$ cat config.mk
export PLATFORM = sky130hd
export DESIGN_NAME = osp_osc_ctrl
export DESIGN_NICKNAME = d
export VERILOG_FILES = /design/src/hdl/osp_pkg.sv /design/src/hdl/osp_osc_ctrl.sv /design/src/hdl/osp_postscaler.sv /design/src/hdl/osp_clkout_div4.sv
export SDC_FILE = /design/constraint.sdc
export NUM_CORES = 1
export LEC_CHECK = 0
export ABC_AREA = 1
export BUFFER_PORTS_ARGS = -buffer_cell sky130_fd_sc_hd__clkbuf_2
export CAP_MARGIN = 15
export CORE_AREA = 4 4 77 79
export DETAILED_ROUTE_END_ITERATION = 16
export DIE_AREA = 0 0 81 83
export PLACE_DENSITY_LB_ADDON = 0.25
export SLEW_MARGIN = 25
export SYNTH_ARGS = -nofsm -noshare
export SYNTH_HDL_FRONTEND = slang
export SYNTH_HIERARCHICAL = 1
export SYNTH_SLANG_ARGS = --single-unit
$ cat constraint.sdc
create_clock -name pclk -period 1.3 [get_ports pclk]
set_input_delay 0.195 -clock pclk [delete_from_list [all_inputs] [get_ports pclk]]
set_output_delay 0.195 -clock pclk [all_outputs]
set_load 0.005 [all_outputs]
$ cat src/hdl/osp_pkg.sv
`default_nettype none

package osp_pkg;

  // Register byte addresses on the APB.
  localparam logic [11:0] ADDR_OSC_CTRL = 12'h000;
  localparam logic [11:0] ADDR_INT_STATUS = 12'h004;
  localparam logic [11:0] ADDR_INT_MASK = 12'h008;
  localparam logic [11:0] ADDR_CLK_INFO = 12'h00c;

  // Oscillator control register fields.
  localparam int IFS_MSB = 5;
  localparam int IFS_LSB = 4;
  localparam int LOCK_BIT = 3;
  localparam int STABLE_BIT = 2;
  localparam logic [1:0] IFS_RESET = 2'h2;

  // Interrupt status and mask layout.
  localparam int EV_LOCK_BIT = 0;
  localparam int EV_STABLE_BIT = 1;

  // Clock info register fields.
  localparam int INFO_MODE_MSB = 2;
  localparam int INFO_RANGE_BIT = 3;
  localparam int INFO_VALID_BIT = 4;

  // Clock source codes of the configuration word.
  localparam logic [2:0] MODE_LOW_POWER_RES = 3'h0;
  localparam logic [2:0] MODE_MEDIUM_GAIN_RES = 3'h1;
  localparam logic [2:0] MODE_HIGH_GAIN_RES = 3'h2;
  localparam logic [2:0] MODE_EXT_CLOCK = 3'h3;
  localparam logic [2:0] MODE_INT_PINS_FREE = 3'h4;
  localparam logic [2:0] MODE_INT_CLOCK_OUT = 3'h5;
  localparam logic [2:0] MODE_RC_PINS_FREE = 3'h6;
  localparam logic [2:0] MODE_RC_CLOCK_OUT = 3'h7;

  // Resonator amplifier gain codes.
  localparam logic [1:0] GAIN_OFF = 2'h0;
  localparam logic [1:0] GAIN_LOW = 2'h1;
  localparam logic [1:0] GAIN_MEDIUM = 2'h2;
  localparam logic [1:0] GAIN_HIGH = 2'h3;

  // Postscaler phase counter wraps here, where every divided phase ends together.
  localparam logic [2:0] POST_WRAP = 3'h7;

  typedef struct packed {
    logic o;
    logic oe;
  } osp_pin_t;

  typedef struct packed {
    logic [2:0] cnt;
    logic [1:0] active_sel;
    logic tick;
  } osp_post_state_t;

  localparam osp_post_state_t POST_RESET = '{cnt: 3'h0, active_sel: IFS_RESET, tick: 1'b0};

  typedef struct packed {
    logic half;
    logic clk_out;
  } osp_div4_state_t;

  typedef struct packed {
    logic cfg_valid;
    logic [2:0] mode;
    logic high_range;
    logic [1:0] ifs;
    logic lock_s1;
    logic lock_s2;
    logic lock_q;
    logic stab_s1;
    logic stab_s2;
    logic stab_q;
    logic in_s1;
    logic in_s2;
    logic in_q;
    logic out_s1;
    logic out_s2;
    logic [1:0] int_status;
    logic [1:0] int_mask;
    logic pready;
    logic pslverr;
    logic [31:0] prdata;
    logic irq;
    osp_pin_t in_pin;
    osp_pin_t out_pin;
    logic in_gpio;
    logic out_gpio;
    logic sys_tick;
    logic [1:0] amp_gain;
    logic amp_enable;
    logic int_osc_enable;
    logic range_high;
  } osp_ctrl_state_t;

  localparam osp_ctrl_state_t CTRL_RESET = '{ifs: IFS_RESET, default: '0};

endpackage : osp_pkg

`default_nettype wire

$ cat src/hdl/osp_osc_ctrl.sv
// Notes on behaviour
// - One of eight clock source modes runs, picked by the configuration word.
// - RC clock-out mode: RC clocks the core, output pin drives Fosc/4.
// - RC pins-free mode: RC clocks the core, output pin is general I/O.
// - Internal clock-out mode: input pin is I/O, output pin drives Fosc/4.
// - Internal pins-free mode: both pins are I/O, internal oscillator clocks core.
// - External clock mode: input pin clocks the core, output pin is I/O.
// - Resonator modes set amplifier gain high, medium or lowest power.
// - Internal path offers eight frequencies, at most 16 MHz, two sources.
// - Frequency select drives a postscaler dividing by one, two, four or eight.
// - High range bit picks the 16 MHz source, else the 500 kHz one.
// - High range: codes 11, 10, 01, 00 give 16, 8, 4, 2 MHz.
// - Low range: codes 11, 10, 01, 00 give 500, 250, 125, 62.5 kHz.
// - Every reset loads the frequency select with binary 10.
// - A new frequency select value needs no start-up delay.
// - Bit 3 reads one once the fast oscillator locked within 2 percent.
// - Bit 2 reads one once the fast oscillator reached 0.5 percent accuracy.
// - Bits 7 to 6 and 1 to 0 read zero; writes ignored.
`default_nettype none

module osp_osc_ctrl
  import osp_pkg::*;
(
  input wire logic pclk,
  input wire logic presetn,
  input wire logic psel,
  input wire logic penable,
  input wire logic pwrite,
  input wire logic [11:0] paddr,
  input wire logic [31:0] pwdata,
  output logic [31:0] prdata,
  output logic pready,
  output logic pslverr,
  input wire logic [2:0] cfg_clock_source,
  input wire logic cfg_high_range,
  input wire logic int_osc_tick,
  input wire logic rc_osc_tick,
  input wire logic resonator_tick,
  input wire logic fast_osc_lock_raw,
  input wire logic fast_osc_stable_raw,
  input wire logic osc_in_i,
  input wire logic osc_out_i,
  input wire osp_pin_t gpio_in_drive,
  input wire osp_pin_t gpio_out_drive,
  output osp_pin_t osc_in_pin,
  output osp_pin_t osc_out_pin,
  output logic osc_in_gpio,
  output logic osc_out_gpio,
  output logic sys_clk_tick,
  output logic [1:0] amp_gain,
  output logic amp_enable,
  output logic int_osc_enable,
  output logic int_range_high,
  output logic irq
);

  osp_ctrl_state_t st;
  osp_ctrl_state_t next_st;

  logic post_tick;
  logic [1:0] post_sel;
  logic clkout_level;
  logic setup;
  logic wr;
  logic addr_hit;
  logic [31:0] rd_word;
  logic fosc_tick;
  logic [1:0] events;
  logic [1:0] clear_mask;
  logic internal_mode;

  // The postscaler only sees source ticks while an internal mode is active.
  osp_postscaler u_post (
    .pclk(pclk),
    .presetn(presetn),
    .src_tick(int_osc_tick && st.int_osc_enable),
    .sel(st.ifs),
    .tick(post_tick),
    .active_sel(post_sel)
  );

  osp_clkout_div4 u_div4 (
    .pclk(pclk),
    .presetn(presetn),
    .fosc_tick(st.sys_tick),
    .clk_out(clkout_level)
  );

  always_comb begin
    setup = psel && !penable;
    wr = psel && penable && st.pready && pwrite;
    addr_hit = (paddr == ADDR_OSC_CTRL) || (paddr == ADDR_INT_STATUS)
      || (paddr == ADDR_INT_MASK) || (paddr == ADDR_CLK_INFO);
    rd_word = 32'h0000_0000;
    case (paddr)
      ADDR_OSC_CTRL: begin
        rd_word[IFS_MSB:IFS_LSB] = st.ifs;
        rd_word[LOCK_BIT] = st.lock_s2;
        rd_word[STABLE_BIT] = st.stab_s2;
      end
      ADDR_INT_STATUS: begin
        rd_word[1:0] = st.int_status;
      end
      ADDR_INT_MASK: begin
        rd_word[1:0] = st.int_mask;
      end
      ADDR_CLK_INFO: begin
        rd_word[INFO_MODE_MSB:0] = st.mode;
        rd_word[INFO_RANGE_BIT] = st.high_range;
        rd_word[INFO_VALID_BIT] = st.cfg_valid;
      end
      default: begin
        rd_word = 32'h0000_0000;
      end
    endcase
  end

  always_comb begin
    internal_mode = (st.mode == MODE_INT_PINS_FREE) || (st.mode == MODE_INT_CLOCK_OUT);
    case (st.mode)
      MODE_RC_CLOCK_OUT, MODE_RC_PINS_FREE: begin
        fosc_tick = rc_osc_tick;
      end
      MODE_INT_CLOCK_OUT, MODE_INT_PINS_FREE: begin
        fosc_tick = post_tick;
      end
      MODE_EXT_CLOCK: begin
        fosc_tick = st.in_s2 && !st.in_q;
      end
      default: begin
        fosc_tick = resonator_tick;
      end
    endcase
    events = 2'h0;
    events[EV_LOCK_BIT] = st.lock_s2 && !st.lock_q;
    events[EV_STABLE_BIT] = st.stab_s2 && !st.stab_q;
    clear_mask = (wr && paddr == ADDR_INT_STATUS) ? pwdata[1:0] : 2'h0;
  end

  always_comb begin
    next_st = st;

    // The strap pins are caught once, on the first edge after reset release.
    if (!st.cfg_valid) begin
      next_st.cfg_valid = 1'b1;
      next_st.mode = cfg_clock_source;
      next_st.high_range = cfg_high_range;
    end

    next_st.lock_s1 = fast_osc_lock_raw;
    next_st.lock_s2 = st.lock_s1;
    next_st.lock_q = st.lock_s2;
    next_st.stab_s1 = fast_osc_stable_raw;
    next_st.stab_s2 = st.stab_s1;
    next_st.stab_q = st.stab_s2;
    next_st.in_s1 = osc_in_i;
    next_st.in_s2 = st.in_s1;
    next_st.in_q = st.in_s2;
    next_st.out_s1 = osc_out_i;
    next_st.out_s2 = st.out_s1;
    next_st.in_gpio = st.in_s2;
    next_st.out_gpio = st.out_s2;

    // APB slave: one access cycle per transfer, unmapped addresses get an error.
    next_st.pready = setup;
    next_st.pslverr = setup && !addr_hit;
    next_st.prdata = (setup && !pwrite) ? rd_word : 32'h0000_0000;
    if (wr && paddr == ADDR_OSC_CTRL) begin
      next_st.ifs = pwdata[IFS_MSB:IFS_LSB];
    end
    if (wr && paddr == ADDR_INT_MASK) begin
      next_st.int_mask = pwdata[1:0];
    end

    // A new event wins over a simultaneous write-one clear.
    next_st.int_status = (st.int_status & ~clear_mask) | events;
    next_st.irq = |(next_st.int_status & next_st.int_mask);

    next_st.sys_tick = st.cfg_valid && fosc_tick;
    next_st.int_osc_enable = st.cfg_valid && internal_mode;
    next_st.range_high = st.high_range;

    next_st.in_pin = '0;
    next_st.out_pin = '0;
    next_st.amp_enable = 1'b0;
    next_st.amp_gain = GAIN_OFF;
    if (st.cfg_valid) begin
      case (st.mode)
        MODE_RC_CLOCK_OUT: begin
          next_st.out_pin = '{o: clkout_level, oe: 1'b1};
        end
        MODE_RC_PINS_FREE: begin
          next_st.out_pin = gpio_out_drive;
        end
        MODE_INT_CLOCK_OUT: begin
          next_st.in_pin = gpio_in_drive;
          next_st.out_pin = '{o: clkout_level, oe: 1'b1};
        end
        MODE_INT_PINS_FREE: begin
          next_st.in_pin = gpio_in_drive;
          next_st.out_pin = gpio_out_drive;
        end
        MODE_EXT_CLOCK: begin
          next_st.out_pin = gpio_out_drive;
        end
        MODE_HIGH_GAIN_RES: begin
          next_st.amp_enable = 1'b1;
          next_st.amp_gain = GAIN_HIGH;
        end
        MODE_MEDIUM_GAIN_RES: begin
          next_st.amp_enable = 1'b1;
          next_st.amp_gain = GAIN_MEDIUM;
        end
        default: begin
          next_st.amp_enable = 1'b1;
          next_st.amp_gain = GAIN_LOW;
        end
      endcase
    end
  end

  // Reset restores the frequency select to its default on every reset.
  always_ff @(posedge pclk or negedge presetn) begin
    if (!presetn) begin
      st <= CTRL_RESET;
    end else begin
      st <= next_st;
    end
  end

  assign prdata = st.prdata;
  assign pready = st.pready;
  assign pslverr = st.pslverr;
  assign osc_in_pin = st.in_pin;
  assign osc_out_pin = st.out_pin;
  assign osc_in_gpio = st.in_gpio;
  assign osc_out_gpio = st.out_gpio;
  assign sys_clk_tick = st.sys_tick;
  assign amp_gain = st.amp_gain;
  assign amp_enable = st.amp_enable;
  assign int_osc_enable = st.int_osc_enable;
  assign int_range_high = st.range_high;
  assign irq = st.irq;

  // The postscaler only counts in the internal modes, so adoption is only checked there.
  property p_ifs_write;
    @(posedge pclk) disable iff (!presetn)
      (wr && paddr == ADDR_OSC_CTRL && st.int_osc_enable) |=>
        (st.ifs == $past(pwdata[IFS_MSB:IFS_LSB])) ##[8:40] (post_sel == st.ifs);
  endproperty
  a_ifs_write: assert property (p_ifs_write) else $error("frequency select not applied");

  property p_ctrl_reserved;
    @(posedge pclk) disable iff (!presetn)
      (setup && !pwrite && paddr == ADDR_OSC_CTRL) |=>
        (prdata[31:6] == 26'h0 && prdata[1:0] == 2'h0 && pready);
  endproperty
  a_ctrl_reserved: assert property (p_ctrl_reserved) else $error("reserved bits read nonzero");

  property p_lock_read;
    @(posedge pclk) disable iff (!presetn)
      (setup && !pwrite && paddr == ADDR_OSC_CTRL) |=> (prdata[LOCK_BIT] == $past(st.lock_s2));
  endproperty
  a_lock_read: assert property (p_lock_read) else $error("lock status misread");

  property p_stable_read;
    @(posedge pclk) disable iff (!presetn)
      (setup && !pwrite && paddr == ADDR_OSC_CTRL) |=> (prdata[STABLE_BIT] == $past(st.stab_s2));
  endproperty
  a_stable_read: assert property (p_stable_read) else $error("stable status misread");

  property p_rc_clock_out;
    @(posedge pclk) disable iff (!presetn)
      (st.cfg_valid && st.mode == MODE_RC_CLOCK_OUT) |=> (osc_out_pin.oe && !osc_in_pin.oe);
  endproperty
  a_rc_clock_out: assert property (p_rc_clock_out) else $error("clock out not driven");

  property p_rc_pins_free;
    @(posedge pclk) disable iff (!presetn)
      (st.cfg_valid && st.mode == MODE_RC_PINS_FREE) |=> (osc_out_pin == $past(gpio_out_drive));
  endproperty
  a_rc_pins_free: assert property (p_rc_pins_free) else $error("output pin not general I/O");

  property p_int_clock_out;
    @(posedge pclk) disable iff (!presetn)
      (st.cfg_valid && st.mode == MODE_INT_CLOCK_OUT) |=>
        (osc_in_pin == $past(gpio_in_drive) && osc_out_pin.oe && int_osc_enable);
  endproperty
  a_int_clock_out: assert property (p_int_clock_out) else $error("internal clock out pins wrong");

  property p_int_pins_free;
    @(posedge pclk) disable iff (!presetn)
      (st.cfg_valid && st.mode == MODE_INT_PINS_FREE) |=>
        (osc_out_pin == $past(gpio_out_drive) && osc_in_pin == $past(gpio_in_drive));
  endproperty
  a_int_pins_free: assert property (p_int_pins_free) else $error("pins not released");

  property p_ext_clock;
    @(posedge pclk) disable iff (!presetn)
      (st.cfg_valid && st.mode == MODE_EXT_CLOCK && st.in_s2 && !st.in_q) |=>
        (sys_clk_tick && !osc_in_pin.oe);
  endproperty
  a_ext_clock: assert property (p_ext_clock) else $error("external clock edge lost");

  property p_gain;
    @(posedge pclk) disable iff (!presetn)
      (st.cfg_valid && st.mode == MODE_HIGH_GAIN_RES) |=> (amp_gain == GAIN_HIGH && amp_enable);
  endproperty
  a_gain: assert property (p_gain) else $error("resonator gain wrong");

  property p_event_sticky;
    @(posedge pclk) disable iff (!presetn)
      events[EV_LOCK_BIT] |=> (st.int_status[EV_LOCK_BIT] && (irq == st.int_mask[EV_LOCK_BIT] || irq));
  endproperty
  a_event_sticky: assert property (p_event_sticky) else $error("lock event lost");

  property p_stable_event;
    @(posedge pclk) disable iff (!presetn)
      events[EV_STABLE_BIT] |=> st.int_status[EV_STABLE_BIT];
  endproperty
  a_stable_event: assert property (p_stable_event) else $error("stable event lost");

  property p_mode_capture;
    @(posedge pclk) disable iff (!presetn)
      (!st.cfg_valid) |=> (st.cfg_valid && st.mode == $past(cfg_clock_source));
  endproperty
  a_mode_capture: assert property (p_mode_capture) else $error("clock mode not caught");

  property p_range_level;
    @(posedge pclk) disable iff (!presetn)
      st.cfg_valid |=> (int_range_high == $past(st.high_range));
  endproperty
  a_range_level: assert property (p_range_level) else $error("range level wrong");

  property p_ifs_reset;
    @(posedge pclk) disable iff (!presetn)
      (!st.cfg_valid) |-> (st.ifs == IFS_RESET);
  endproperty
  a_ifs_reset: assert property (p_ifs_reset) else $error("select not at reset value");

  property p_rc_tick;
    @(posedge pclk) disable iff (!presetn)
      (st.cfg_valid && (st.mode == MODE_RC_CLOCK_OUT || st.mode == MODE_RC_PINS_FREE)
        && rc_osc_tick) |=> sys_clk_tick;
  endproperty
  a_rc_tick: assert property (p_rc_tick) else $error("RC tick lost");

endmodule : osp_osc_ctrl

`default_nettype wire

$ cat src/hdl/osp_postscaler.sv
`default_nettype none

module osp_postscaler
  import osp_pkg::*;
(
  input wire logic pclk,
  input wire logic presetn,
  input wire logic src_tick,
  input wire logic [1:0] sel,
  output logic tick,
  output logic [1:0] active_sel
);

  osp_post_state_t st;
  osp_post_state_t next_st;

  function automatic logic [2:0] div_mask(input logic [1:0] code);
    case (code)
      2'h3: div_mask = 3'h0;
      2'h2: div_mask = 3'h1;
      2'h1: div_mask = 3'h3;
      default: div_mask = 3'h7;
    endcase
  endfunction : div_mask

  // A new selection is only adopted at the wrap of the phase counter, so the
  // old output has just finished a whole period; this costs up to eight source
  // periods of latency but never shortens a pulse.
  always_comb begin
    next_st = st;
    next_st.tick = 1'b0;
    if (src_tick) begin
      next_st.cnt = st.cnt + 3'h1;
      next_st.tick = (st.cnt & div_mask(st.active_sel)) == div_mask(st.active_sel);
      if (st.cnt == POST_WRAP) begin
        next_st.active_sel = sel;
      end
    end
  end

  always_ff @(posedge pclk or negedge presetn) begin
    if (!presetn) begin
      st <= POST_RESET;
    end else begin
      st <= next_st;
    end
  end

  assign tick = st.tick;
  assign active_sel = st.active_sel;

  property p_switch_at_wrap;
    @(posedge pclk) disable iff (!presetn)
      (st.active_sel != $past(st.active_sel)) |-> $past(src_tick && st.cnt == POST_WRAP);
  endproperty
  a_switch_at_wrap: assert property (p_switch_at_wrap) else $error("postscaler switched mid period");

  property p_div_by_one;
    @(posedge pclk) disable iff (!presetn)
      (src_tick && st.active_sel == 2'h3) |=> tick;
  endproperty
  a_div_by_one: assert property (p_div_by_one) else $error("divide by one missed a tick");

endmodule : osp_postscaler

`default_nettype wire

$ cat src/hdl/osp_clkout_div4.sv
`default_nettype none

module osp_clkout_div4
  import osp_pkg::*;
(
  input wire logic pclk,
  input wire logic presetn,
  input wire logic fosc_tick,
  output logic clk_out
);

  osp_div4_state_t st;
  osp_div4_state_t next_st;

  // The output toggles on every second oscillator tick, giving one full
  // period per four oscillator periods.
  always_comb begin
    next_st = st;
    if (fosc_tick) begin
      next_st.half = !st.half;
      if (st.half) begin
        next_st.clk_out = !st.clk_out;
      end
    end
  end

  always_ff @(posedge pclk or negedge presetn) begin
    if (!presetn) begin
      st <= '0;
    end else begin
      st <= next_st;
    end
  end

  assign clk_out = st.clk_out;

  property p_toggle_on_second;
    @(posedge pclk) disable iff (!presetn)
      (st.clk_out != $past(st.clk_out)) |-> $past(fosc_tick && st.half);
  endproperty
  a_toggle_on_second: assert property (p_toggle_on_second) else $error("clock out toggled early");

endmodule : osp_clkout_div4

`default_nettype wire

# Word-level counts from Yosys, hierarchy flattened
# Cells that the tools add are included.
# Widths: inputs -> output; s select.
[classes] eq_ne=15 addsub=1 n_mux=15 n_reduce_logical=36 n_bitwise=5
[ops] op="$eq 12x4->1 const B" n=2
[ops] op="$pmux 3 s3" n=2
[ops] op="$eq 3x3->1 const B" n=5
[ops] op="$logic_and 1x1->1" n=15
[ops] op="$eq 12x3->1 const B" n=1
[ops] op="$logic_not 12->1" n=1
[ops] op="$logic_not 1->1" n=8
[ops] op="$reduce_or 2->1" n=4
[ops] op="$eq 3x2->1 const B" n=2
[ops] op="$mux 2" n=3
[ops] op="$mux 3" n=2
[ops] op="$mux 6" n=1
[ops] op="$pmux 2 s3" n=1
[ops] op="$pmux 3 s2" n=1
[ops] op="$reduce_or 5->1" n=1
[ops] op="$and 2x2->2" n=2
[ops] op="$eq 2x2->1 const B" n=2
[ops] op="$logic_or 1x1->1" n=4
[ops] op="$mux 4" n=1
[ops] op="$pmux 2 s2" n=1
[ops] op="$reduce_and 2->1" n=2
[ops] op="$add 3x1->3 const B" n=1
[ops] op="$and 3x3->3" n=1
[ops] op="$eq 3x1->1 const B" n=1
[ops] op="7 further kinds" n=8
[word_totals] in_bits=64 out_inout_bits=47 word_cells=108 regBits=50

# Logic depth before layout (Yosys ltp)
# Gate-level depths: netlist (run 1).
[logic_depth] ltp_word=10 depth_mapped=9 depth_no_buf=9

# By module
# Netlist (run 1), hierarchy kept.
[by_module_without_submodules] mod="osp_osc_ctrl" cells_per_inst=205 area_each_um2=1943.1 seq_area_each_um2=1052.3 instances=1
[by_module_without_submodules] mod="osp_postscaler" cells_per_inst=34 area_each_um2=305.3 seq_area_each_um2=151.4 instances=1
[by_module_without_submodules] mod="osp_clkout_div4" cells_per_inst=10 area_each_um2=83.8 seq_area_each_um2=50.0 instances=1

# Least setup slack after synthesis (run 1)
# No wires, ideal clock.
[synth_timing] path_kind="register -> register" startpoint="register st, in the netlist pready" endpoint="register st, in the netlist irq" path_buffers=0 arrival_time_ns=0.988 setup_ns=0.116 required_ns=1.184 slack_ns=0.195 path_stages_with_launch=8 period_less_slack_ns=1.105 path_cell_list="dfrtp_1 -> nand3_1 -> nor2_2 -> nand3_2 -> nand2_1 -> o21ai_2 -> nand2_1 -> nand2_1"
[synth_lines] item="from (decl)" line_no="osp_osc_ctrl.sv:57" text="osp_ctrl_state_t st;"
[synth_lines] item="from (signal assigned)" line_no="osp_osc_ctrl.sv:227" text="st <= next_st;"

# Final worst setup path (run 1)
[layout_timing] startpoint="register u_post/st[3] (netlist name)" endpoint="register u_post/st[5] (netlist name)"
[layout_via] elab_chain_len=1
[layout_rtl] item="from (decl)" line_no="osp_postscaler.sv:14" text="osp_post_state_t st;"
[layout_rtl] item="from (signal assigned)" line_no="osp_postscaler.sv:45" text="st <= next_st;"
[layout_rtl] item="$add 3x1->3" line_no="osp_postscaler.sv:33" text="next_st.cnt = st.cnt + 3'h1;"
# Every way passes these cells.
# A chain may end at the register's enable or synchronous reset.

==> run_results.csv, run 1 <==
group,metric,value,unit
status,status,"completed",
critical_path,crit_required,1.47,ns
grt,gr-usage-all-layers,12.9,%
critical_path,slowest_delay,0.44,ns
timing,skew,0.00465,ns
critical_path,r2r_start,"u_post/st[3]$_DFFE_PN0P_",
power_and_ir_drop,ir_drop,0.000783,V
clock_network,post_cts_buffers,0,
timing,drv_slew,0,
critical_path,path_buf_inv,0,
timing,setup_viol,0,
detailed_routing,drc_errors,0,
clock_network,htree_levels,2,
timing,hold_viol_final,0,
grt,grt_max_degree,51,
clock_network,insertion_delay,0.30,ns
cells_and_area,antenna-diode-count,0,
die,rows,27,
detailed_routing,via_count,1603,
run,maxCapViolations,0,
critical_path,path_class,"reg2reg",
grt,grt_pass1_wl,6.67,mm
logic_synthesis,syn_area,2320,um^2
logic_synthesis,syn_area_per_cell,9.38,um^2
power_and_ir_drop,p_leak,0.00148,uW
worst_hold_path,min_to,"osc_in_pin[1]$_DFF_PN0_",
cells_and_area,fill_cells,543,
cells_and_area,regArea,1250,um^2
critical_path,rr_worst_depth,4,
timing,max_freq,837,MHz
clock_network,root_buffer,"clkbuf_8",
timing,fin_crit,1.19,ns
grt,grt_use_met3,4.23,%
die,die_h,83,um
clock_network,clk_path_buf_depth,2,
clock_network,post_cts_resized,0,
detailed_routing,dr.first_iter.drc_count,67,
critical_path,critPathLaunchType,"flip-flop",
cells_and_area,multi_input_area,743,um^2
detailed_routing,wl_per_cell,10.4,um
cells_and_area,syn_to_final_growth,16.5,%
worst_hold_path,hp-start,"gpio_in_drive[1]",
critical_path,cp_top_family,"adder cells",
timing,rsz0062_at_grt,"no",
clock_network,cts_buffers,5,
detailed_routing,drt-vias-per-instance,4.22,
critical_path,crit_path_end_kind,"flip-flop",
grt,overflow,0,
critical_path,crit_slowest_cell,"dfrtp_1",
logic_synthesis,syn_inst,247,
timing,fin_ws,0.105,ns
place,place_hpwl,3.08,mm
critical_path,critPathArrivalTime,1.37,ns
power_and_ir_drop,power_density,1200,nW/um^2
worst_hold_path,hold_path.class,"in2reg",
grt,antenna_found_initial,0,
grt,grt_pass1_vias,1553,
die,die_x,81,um
grt,gr-max-usage-layer,"met2",
critical_path,rrSetupSlack,0.11,ns
die,coreArea,5340,um^2
die,io-pin-count,111,
place,io_buffers,56,
timing,final.period_utilization,91.9,%
die,die_area,6720,um^2
die,start_util,43.4,%
detailed_routing,ant_nets,0,
critical_path,critical_path.cell_chain,"ha_1 -> ha_1 -> nand2_1 -> o21ai_0",
clock_network,clock-sinks,50,
detailed_routing,drtPass1Iterations,4,
detailed_routing,wl,3.93,mm
clock_network,cts_tree,"yes",
logic_synthesis,synth_warnings,6,
place,gp_congestion,0.794,
clock_network,cts.clk_slew.worst_paths,0.09,ns
timing,fin_tns_setup,0,ns
cells_and_area,drive_above_1_share,28.9,%
grt,grtUsageMet2,21.1,%
critical_path,crit_fanout,4,
grt,use_met1,15.2,%
worst_hold_path,whs_path_depth,3,
place,dpl_worst_slack,0.0468,ns
critical_path,cpMostUsedCell,"ha_1",
cells_and_area,nNetsFinal,373,
critical_path,rr_endpoint,"u_post/st[5]$_DFFE_PN0P_",
-- worst max path at each step --
stage | to | cells past startpoint | from | slack (ns)
2_1_floorplan | irq$_DFF_PN0_ | 7 | pready$_DFF_PN0_ | 0.20
3_3_place_gp | prdata[0]$_DFF_PN0_ | 9 | paddr[5] | 0.06
3_5_place_dp | prdata[4]$_DFF_PN0_ | 8 | paddr[5] | 0.05
4_1_cts | u_post/st[5]$_DFFE_PN0P_ | 4 | u_post/st[3]$_DFFE_PN0P_ | 0.10
5_1_grt | irq$_DFF_PN0_ | 7 | pready$_DFF_PN0_ | 0.02
6_report | u_post/st[5]$_DFFE_PN0P_ | 4 | u_post/st[3]$_DFFE_PN0P_ | 0.11
-- power by group --
part,leakage (uW),switching (uW),internal [uW]
logic,0.000811,251,198
registers,0.000617,120,1710
clock network,0.0000544,482,488
-- stage by stage --
step           total power (uW)  std cells  hold slack (ns)  util [%]  area, um^2
2_1_floorplan              2170        272           -0.101         -        2410
3_5_place_dp               2310        367            0.204      47.7        2540
6_report                   3250        380           0.0788      50.6        2700
3_3_place_gp               2290        367            0.205      47.7        2540
5_1_grt                    3490        380           0.0648      50.6        2700
4_1_cts                    3300        380           0.0614      50.6        2700
-- routing by layer --
metal / vias up / wire, um
met5: - / 0
met4: 0 / 60
met3: 5 / 280
met2: 44 / 1940
met1: 730 / 1650
li1: 824 / -
-- cells in the final DEF, fill, tap and decap left out, types with 2 or more instances in the layout --
| cell type | count |
|---|---|
| inv_2 | 2 |
| dlygate4sd3_1 | 5 |
| nor3_4 | 2 |
| conb_1 | 27 |
| inv_1 | 26 |
| buf_4 | 7 |
| o21ai_0 | 6 |
| nor2_1 | 19 |
| nand3_1 | 15 |
| nand2_1 | 50 |
| clkbuf_8 | 7 |
| ha_1 | 2 |
| nand2_2 | 2 |
| nor3_1 | 4 |
| a21oi_1 | 5 |
| dfstp_2 | 2 |
| nand4_1 | 7 |
| clkbuf_2 | 56 |
| nand3_2 | 2 |
| nor2_2 | 2 |
| dfrtp_1 | 48 |
| nor2_4 | 4 |
| o21ai_1 | 2 |
-- registers in the layout, indices dropped and copies added, names as in the netlist, 2 cells and up --
signal / count
prdata: 6
st: 12
u_post/st: 3
amp_gain: 2
osc_in_pin: 2
u_post/active_sel: 2
osc_out_pin: 2
next_st: 9
-- area by class of cell --
class | instances | share of cell area (%)
Inverter | 28 | 3.89
Clock inverter | 1 | 0.324
Timing Repair Buffer | 69 | 14.9
Sequential cell | 50 | 46.4
Clock buffer | 7 | 3.57
Multi-Input combinational cell | 153 | 27.5
Tap cell | 72 | 3.34
-- tightest hold or removal path: stages --
cell	delay, ns
clkbuf_2	0.08
inv_1	0.04
nor2_1	0.03
-- what timing repair did --
action                     4_1_cts  5_1_grt
setup endpoints to repair        0        0
hold buffers                     5        0
hold endpoints to repair        52        0
(Power assumes the default switching activity.)
==> run 2: changes to the inputs <==
CELL_PAD_IN_SITES_DETAIL_PLACEMENT = 1   (was not set)
CELL_PAD_IN_SITES_GLOBAL_PLACEMENT = 1   (was not set)
CORE_AREA = 4 4 90 92   (was 4 4 77 79)
DIE_AREA = 0 0 94 96   (was 0 0 81 83)
==> run 2 against run 1 <==
Compared with the run above: sequential cell count unchanged; sequential share of layout area decreased by 0.78 points; cell count increased by 7.4%; die area increased by 34%; power increased by 0.59%; clock skew about the same; utilization decreased by 13 points; worst setup slack improved by 0.0045 ns; first-iteration DRC count decreased by 54%; wire length increased by 16%; critical endpoint unchanged; highest routed layer unchanged.
==> run_results.csv, run 2 (synthesis results as in run 1) <==
group,metric,value,unit
cells_and_area,nNetsFinal,374,
detailed_routing,ant_nets,0,
worst_hold_path,hold_path.class,"in2reg",
place,place_hpwl,3.60,mm
detailed_routing,drt-vias-per-instance,4.04,
timing,fin_ws,0.110,ns
cells_and_area,syn_to_final_growth,18.5,%
critical_path,critPathLaunchType,"flip-flop",
clock_network,clock-sinks,50,
place,io_buffers,56,
timing,max_freq,840,MHz
die,io-pin-count,111,
cells_and_area,final_common_cell,"clkbuf_2",
die,coreArea,7210,um^2
clock_network,root_buffer,"clkbuf_8",
detailed_routing,dr.first_iter.drc_count,31,
critical_path,crit_path_end_kind,"flip-flop",
power_and_ir_drop,p_comb_share,13.8,%
cells_and_area,fill_cells,886,
critical_path,critPathArrivalTime,1.36,ns
power_and_ir_drop,swShare,26.6,%
cells_and_area,mostFrequentLayoutCells,"56 x clkbuf_2, 50 x nand2_1, 48 x dfrtp_1",
detailed_routing,wl_per_cell,11.2,um
grt,gr-usage-all-layers,10.8,%
power_and_ir_drop,ir_drop,0.000502,V
power_and_ir_drop,switchingPower,868,uW
timing,fin_tns_setup,0,ns
grt,overflow,0,
detailed_routing,drtPass1Iterations,4,
timing,drv_slew,0,
status,status,"completed",
power_and_ir_drop,p_int,2400,uW
critical_path,crit_fanout,4,
place,dpl_worst_slack,-0.0447,ns
run,maxCapViolations,0,
cells_and_area,final_util,38.1,%
timing,hold_viol_final,0,
place,gp_congestion,0.802,
timing,skew,0.00436,ns
clock_network,post_cts_buffers,0,
clock_network,insertion_delay,0.29,ns
place,placed_cells,395,
clock_network,htree_levels,2,
timing,rsz0062_at_grt,"no",
timing,fin_crit,1.19,ns
cells_and_area,antenna-diode-count,0,
cells_and_area,largest_register,"st",
cells_and_area,fin_cells,408,
detailed_routing,drc_errors,0,
clock_network,cts_tree,"yes",
clock_network,clk_path_buf_depth,2,
clock_network,cts_buffers,5,
detailed_routing,via_count,1648,
timing,setup_viol,0,
critical_path,crit_required,1.47,ns
die,die_x,94,um
cells_and_area,drive_above_1_share,29.1,%
power_and_ir_drop,power_density,1190,nW/um^2
clock_network,cts.clk_slew.worst_paths,0.09,ns
cells_and_area,multi_input_area,748,um^2
power_and_ir_drop,clock_power_share,30.1,%
detailed_routing,wl,4.57,mm
timing,final.period_utilization,91.6,%
power_and_ir_drop,p_leak,0.00149,uW
cells_and_area,regArea,1250,um^2
power_and_ir_drop,totalPowerFinal,3270,uW
grt,grt_max_degree,51,
critical_path,path_class,"reg2reg",
cells_and_area,largest_reg_flops,12,
grt,antenna_found_initial,0,
power_and_ir_drop,seq_power_share,56.0,%
grt,grt_pass1_vias,1721,
die,rows,31,
die,start_util,32.1,%
die,die_area,9020,um^2
grt,grt_pass1_wl,7.66,mm
die,die_h,96,um
-- run 2: changes by cell type in the layout (fill, tap and decap cells not counted), sizes merged --
cell / before / now
buf: 8 / 9
-- run 2: power by group through the flow --
stage                     sequential, uW  clock (uW)  combinational, uW
after CTS                           1840        1040                464
after detailed placement            1870           0                454
after global routing                1860        1120                547
after global placement              1860           0                439
after floorplan                     1840           0                331
final                               1830         985                452
-- run 2: final timing paths --
kind / startpoint / end / slack, ns / cells after the start
setup / recovery: u_post/st[3]$_DFFE_PN0P_ / u_post/st[5]$_DFFE_PN0P_ / 0.11 / 4
hold / removal: penable / pslverr$_DFF_PN0_ / 0.08 / 2
setup reg to reg: u_post/st[3]$_DFFE_PN0P_ / u_post/st[5]$_DFFE_PN0P_ / 0.11 / 4
hold reg to reg: next_st[6]$_DFF_PN0_ / osc_out_gpio$_DFF_PN0_ / 0.36 / 0
max in group asynchronous: presetn / st[63]$_DFFE_PN1P_ / 0.60 / 3
min in group asynchronous: presetn / u_post/st[4]$_DFFE_PN0P_ / 0.43 / 3
-- run 2: final cells by class --
type,instances,area share (%)
Sequential cell,50,45.6
Clock buffer,7,3.51
Multi-Input combinational cell,153,27.2
Tap cell,99,4.51
Clock inverter,1,0.319
Inverter,28,3.83
Timing Repair Buffer,70,14.9
-- run 2: worst max-delay path, cell delays in order, from the launching register on --
cell	delay, ns
dfrtp_1	0.44
ha_1	0.23
ha_1	0.27
nand2_1	0.06
o21ai_0	0.07
-- run 2: stage by stage --
stage                     hold WS, ns  area (um^2)
after CTS                      0.0638         2740
after global placement          0.210         2590
after global routing           0.0710         2750
after floorplan                -0.101         2410
after detailed placement        0.212         2590
final                          0.0774         2750
-- run 2: what timing repair did --
item	CTS	global route
endpoints found under the setup margin	0	1
hold buffers	5	0
hold endpoints to repair	52	0
gates resized for setup	0	1
-- run 2: routing by layer --
metal / GRT usage, % / vias to the layer above / wire length, um
met5: 0 / - / 0
li1: - / 823 / -
met1: 13.5 / 772 / 1990
met4: 2.89 / 0 / 38
met2: 18.1 / 49 / 2260
met3: 3.28 / 4 / 286
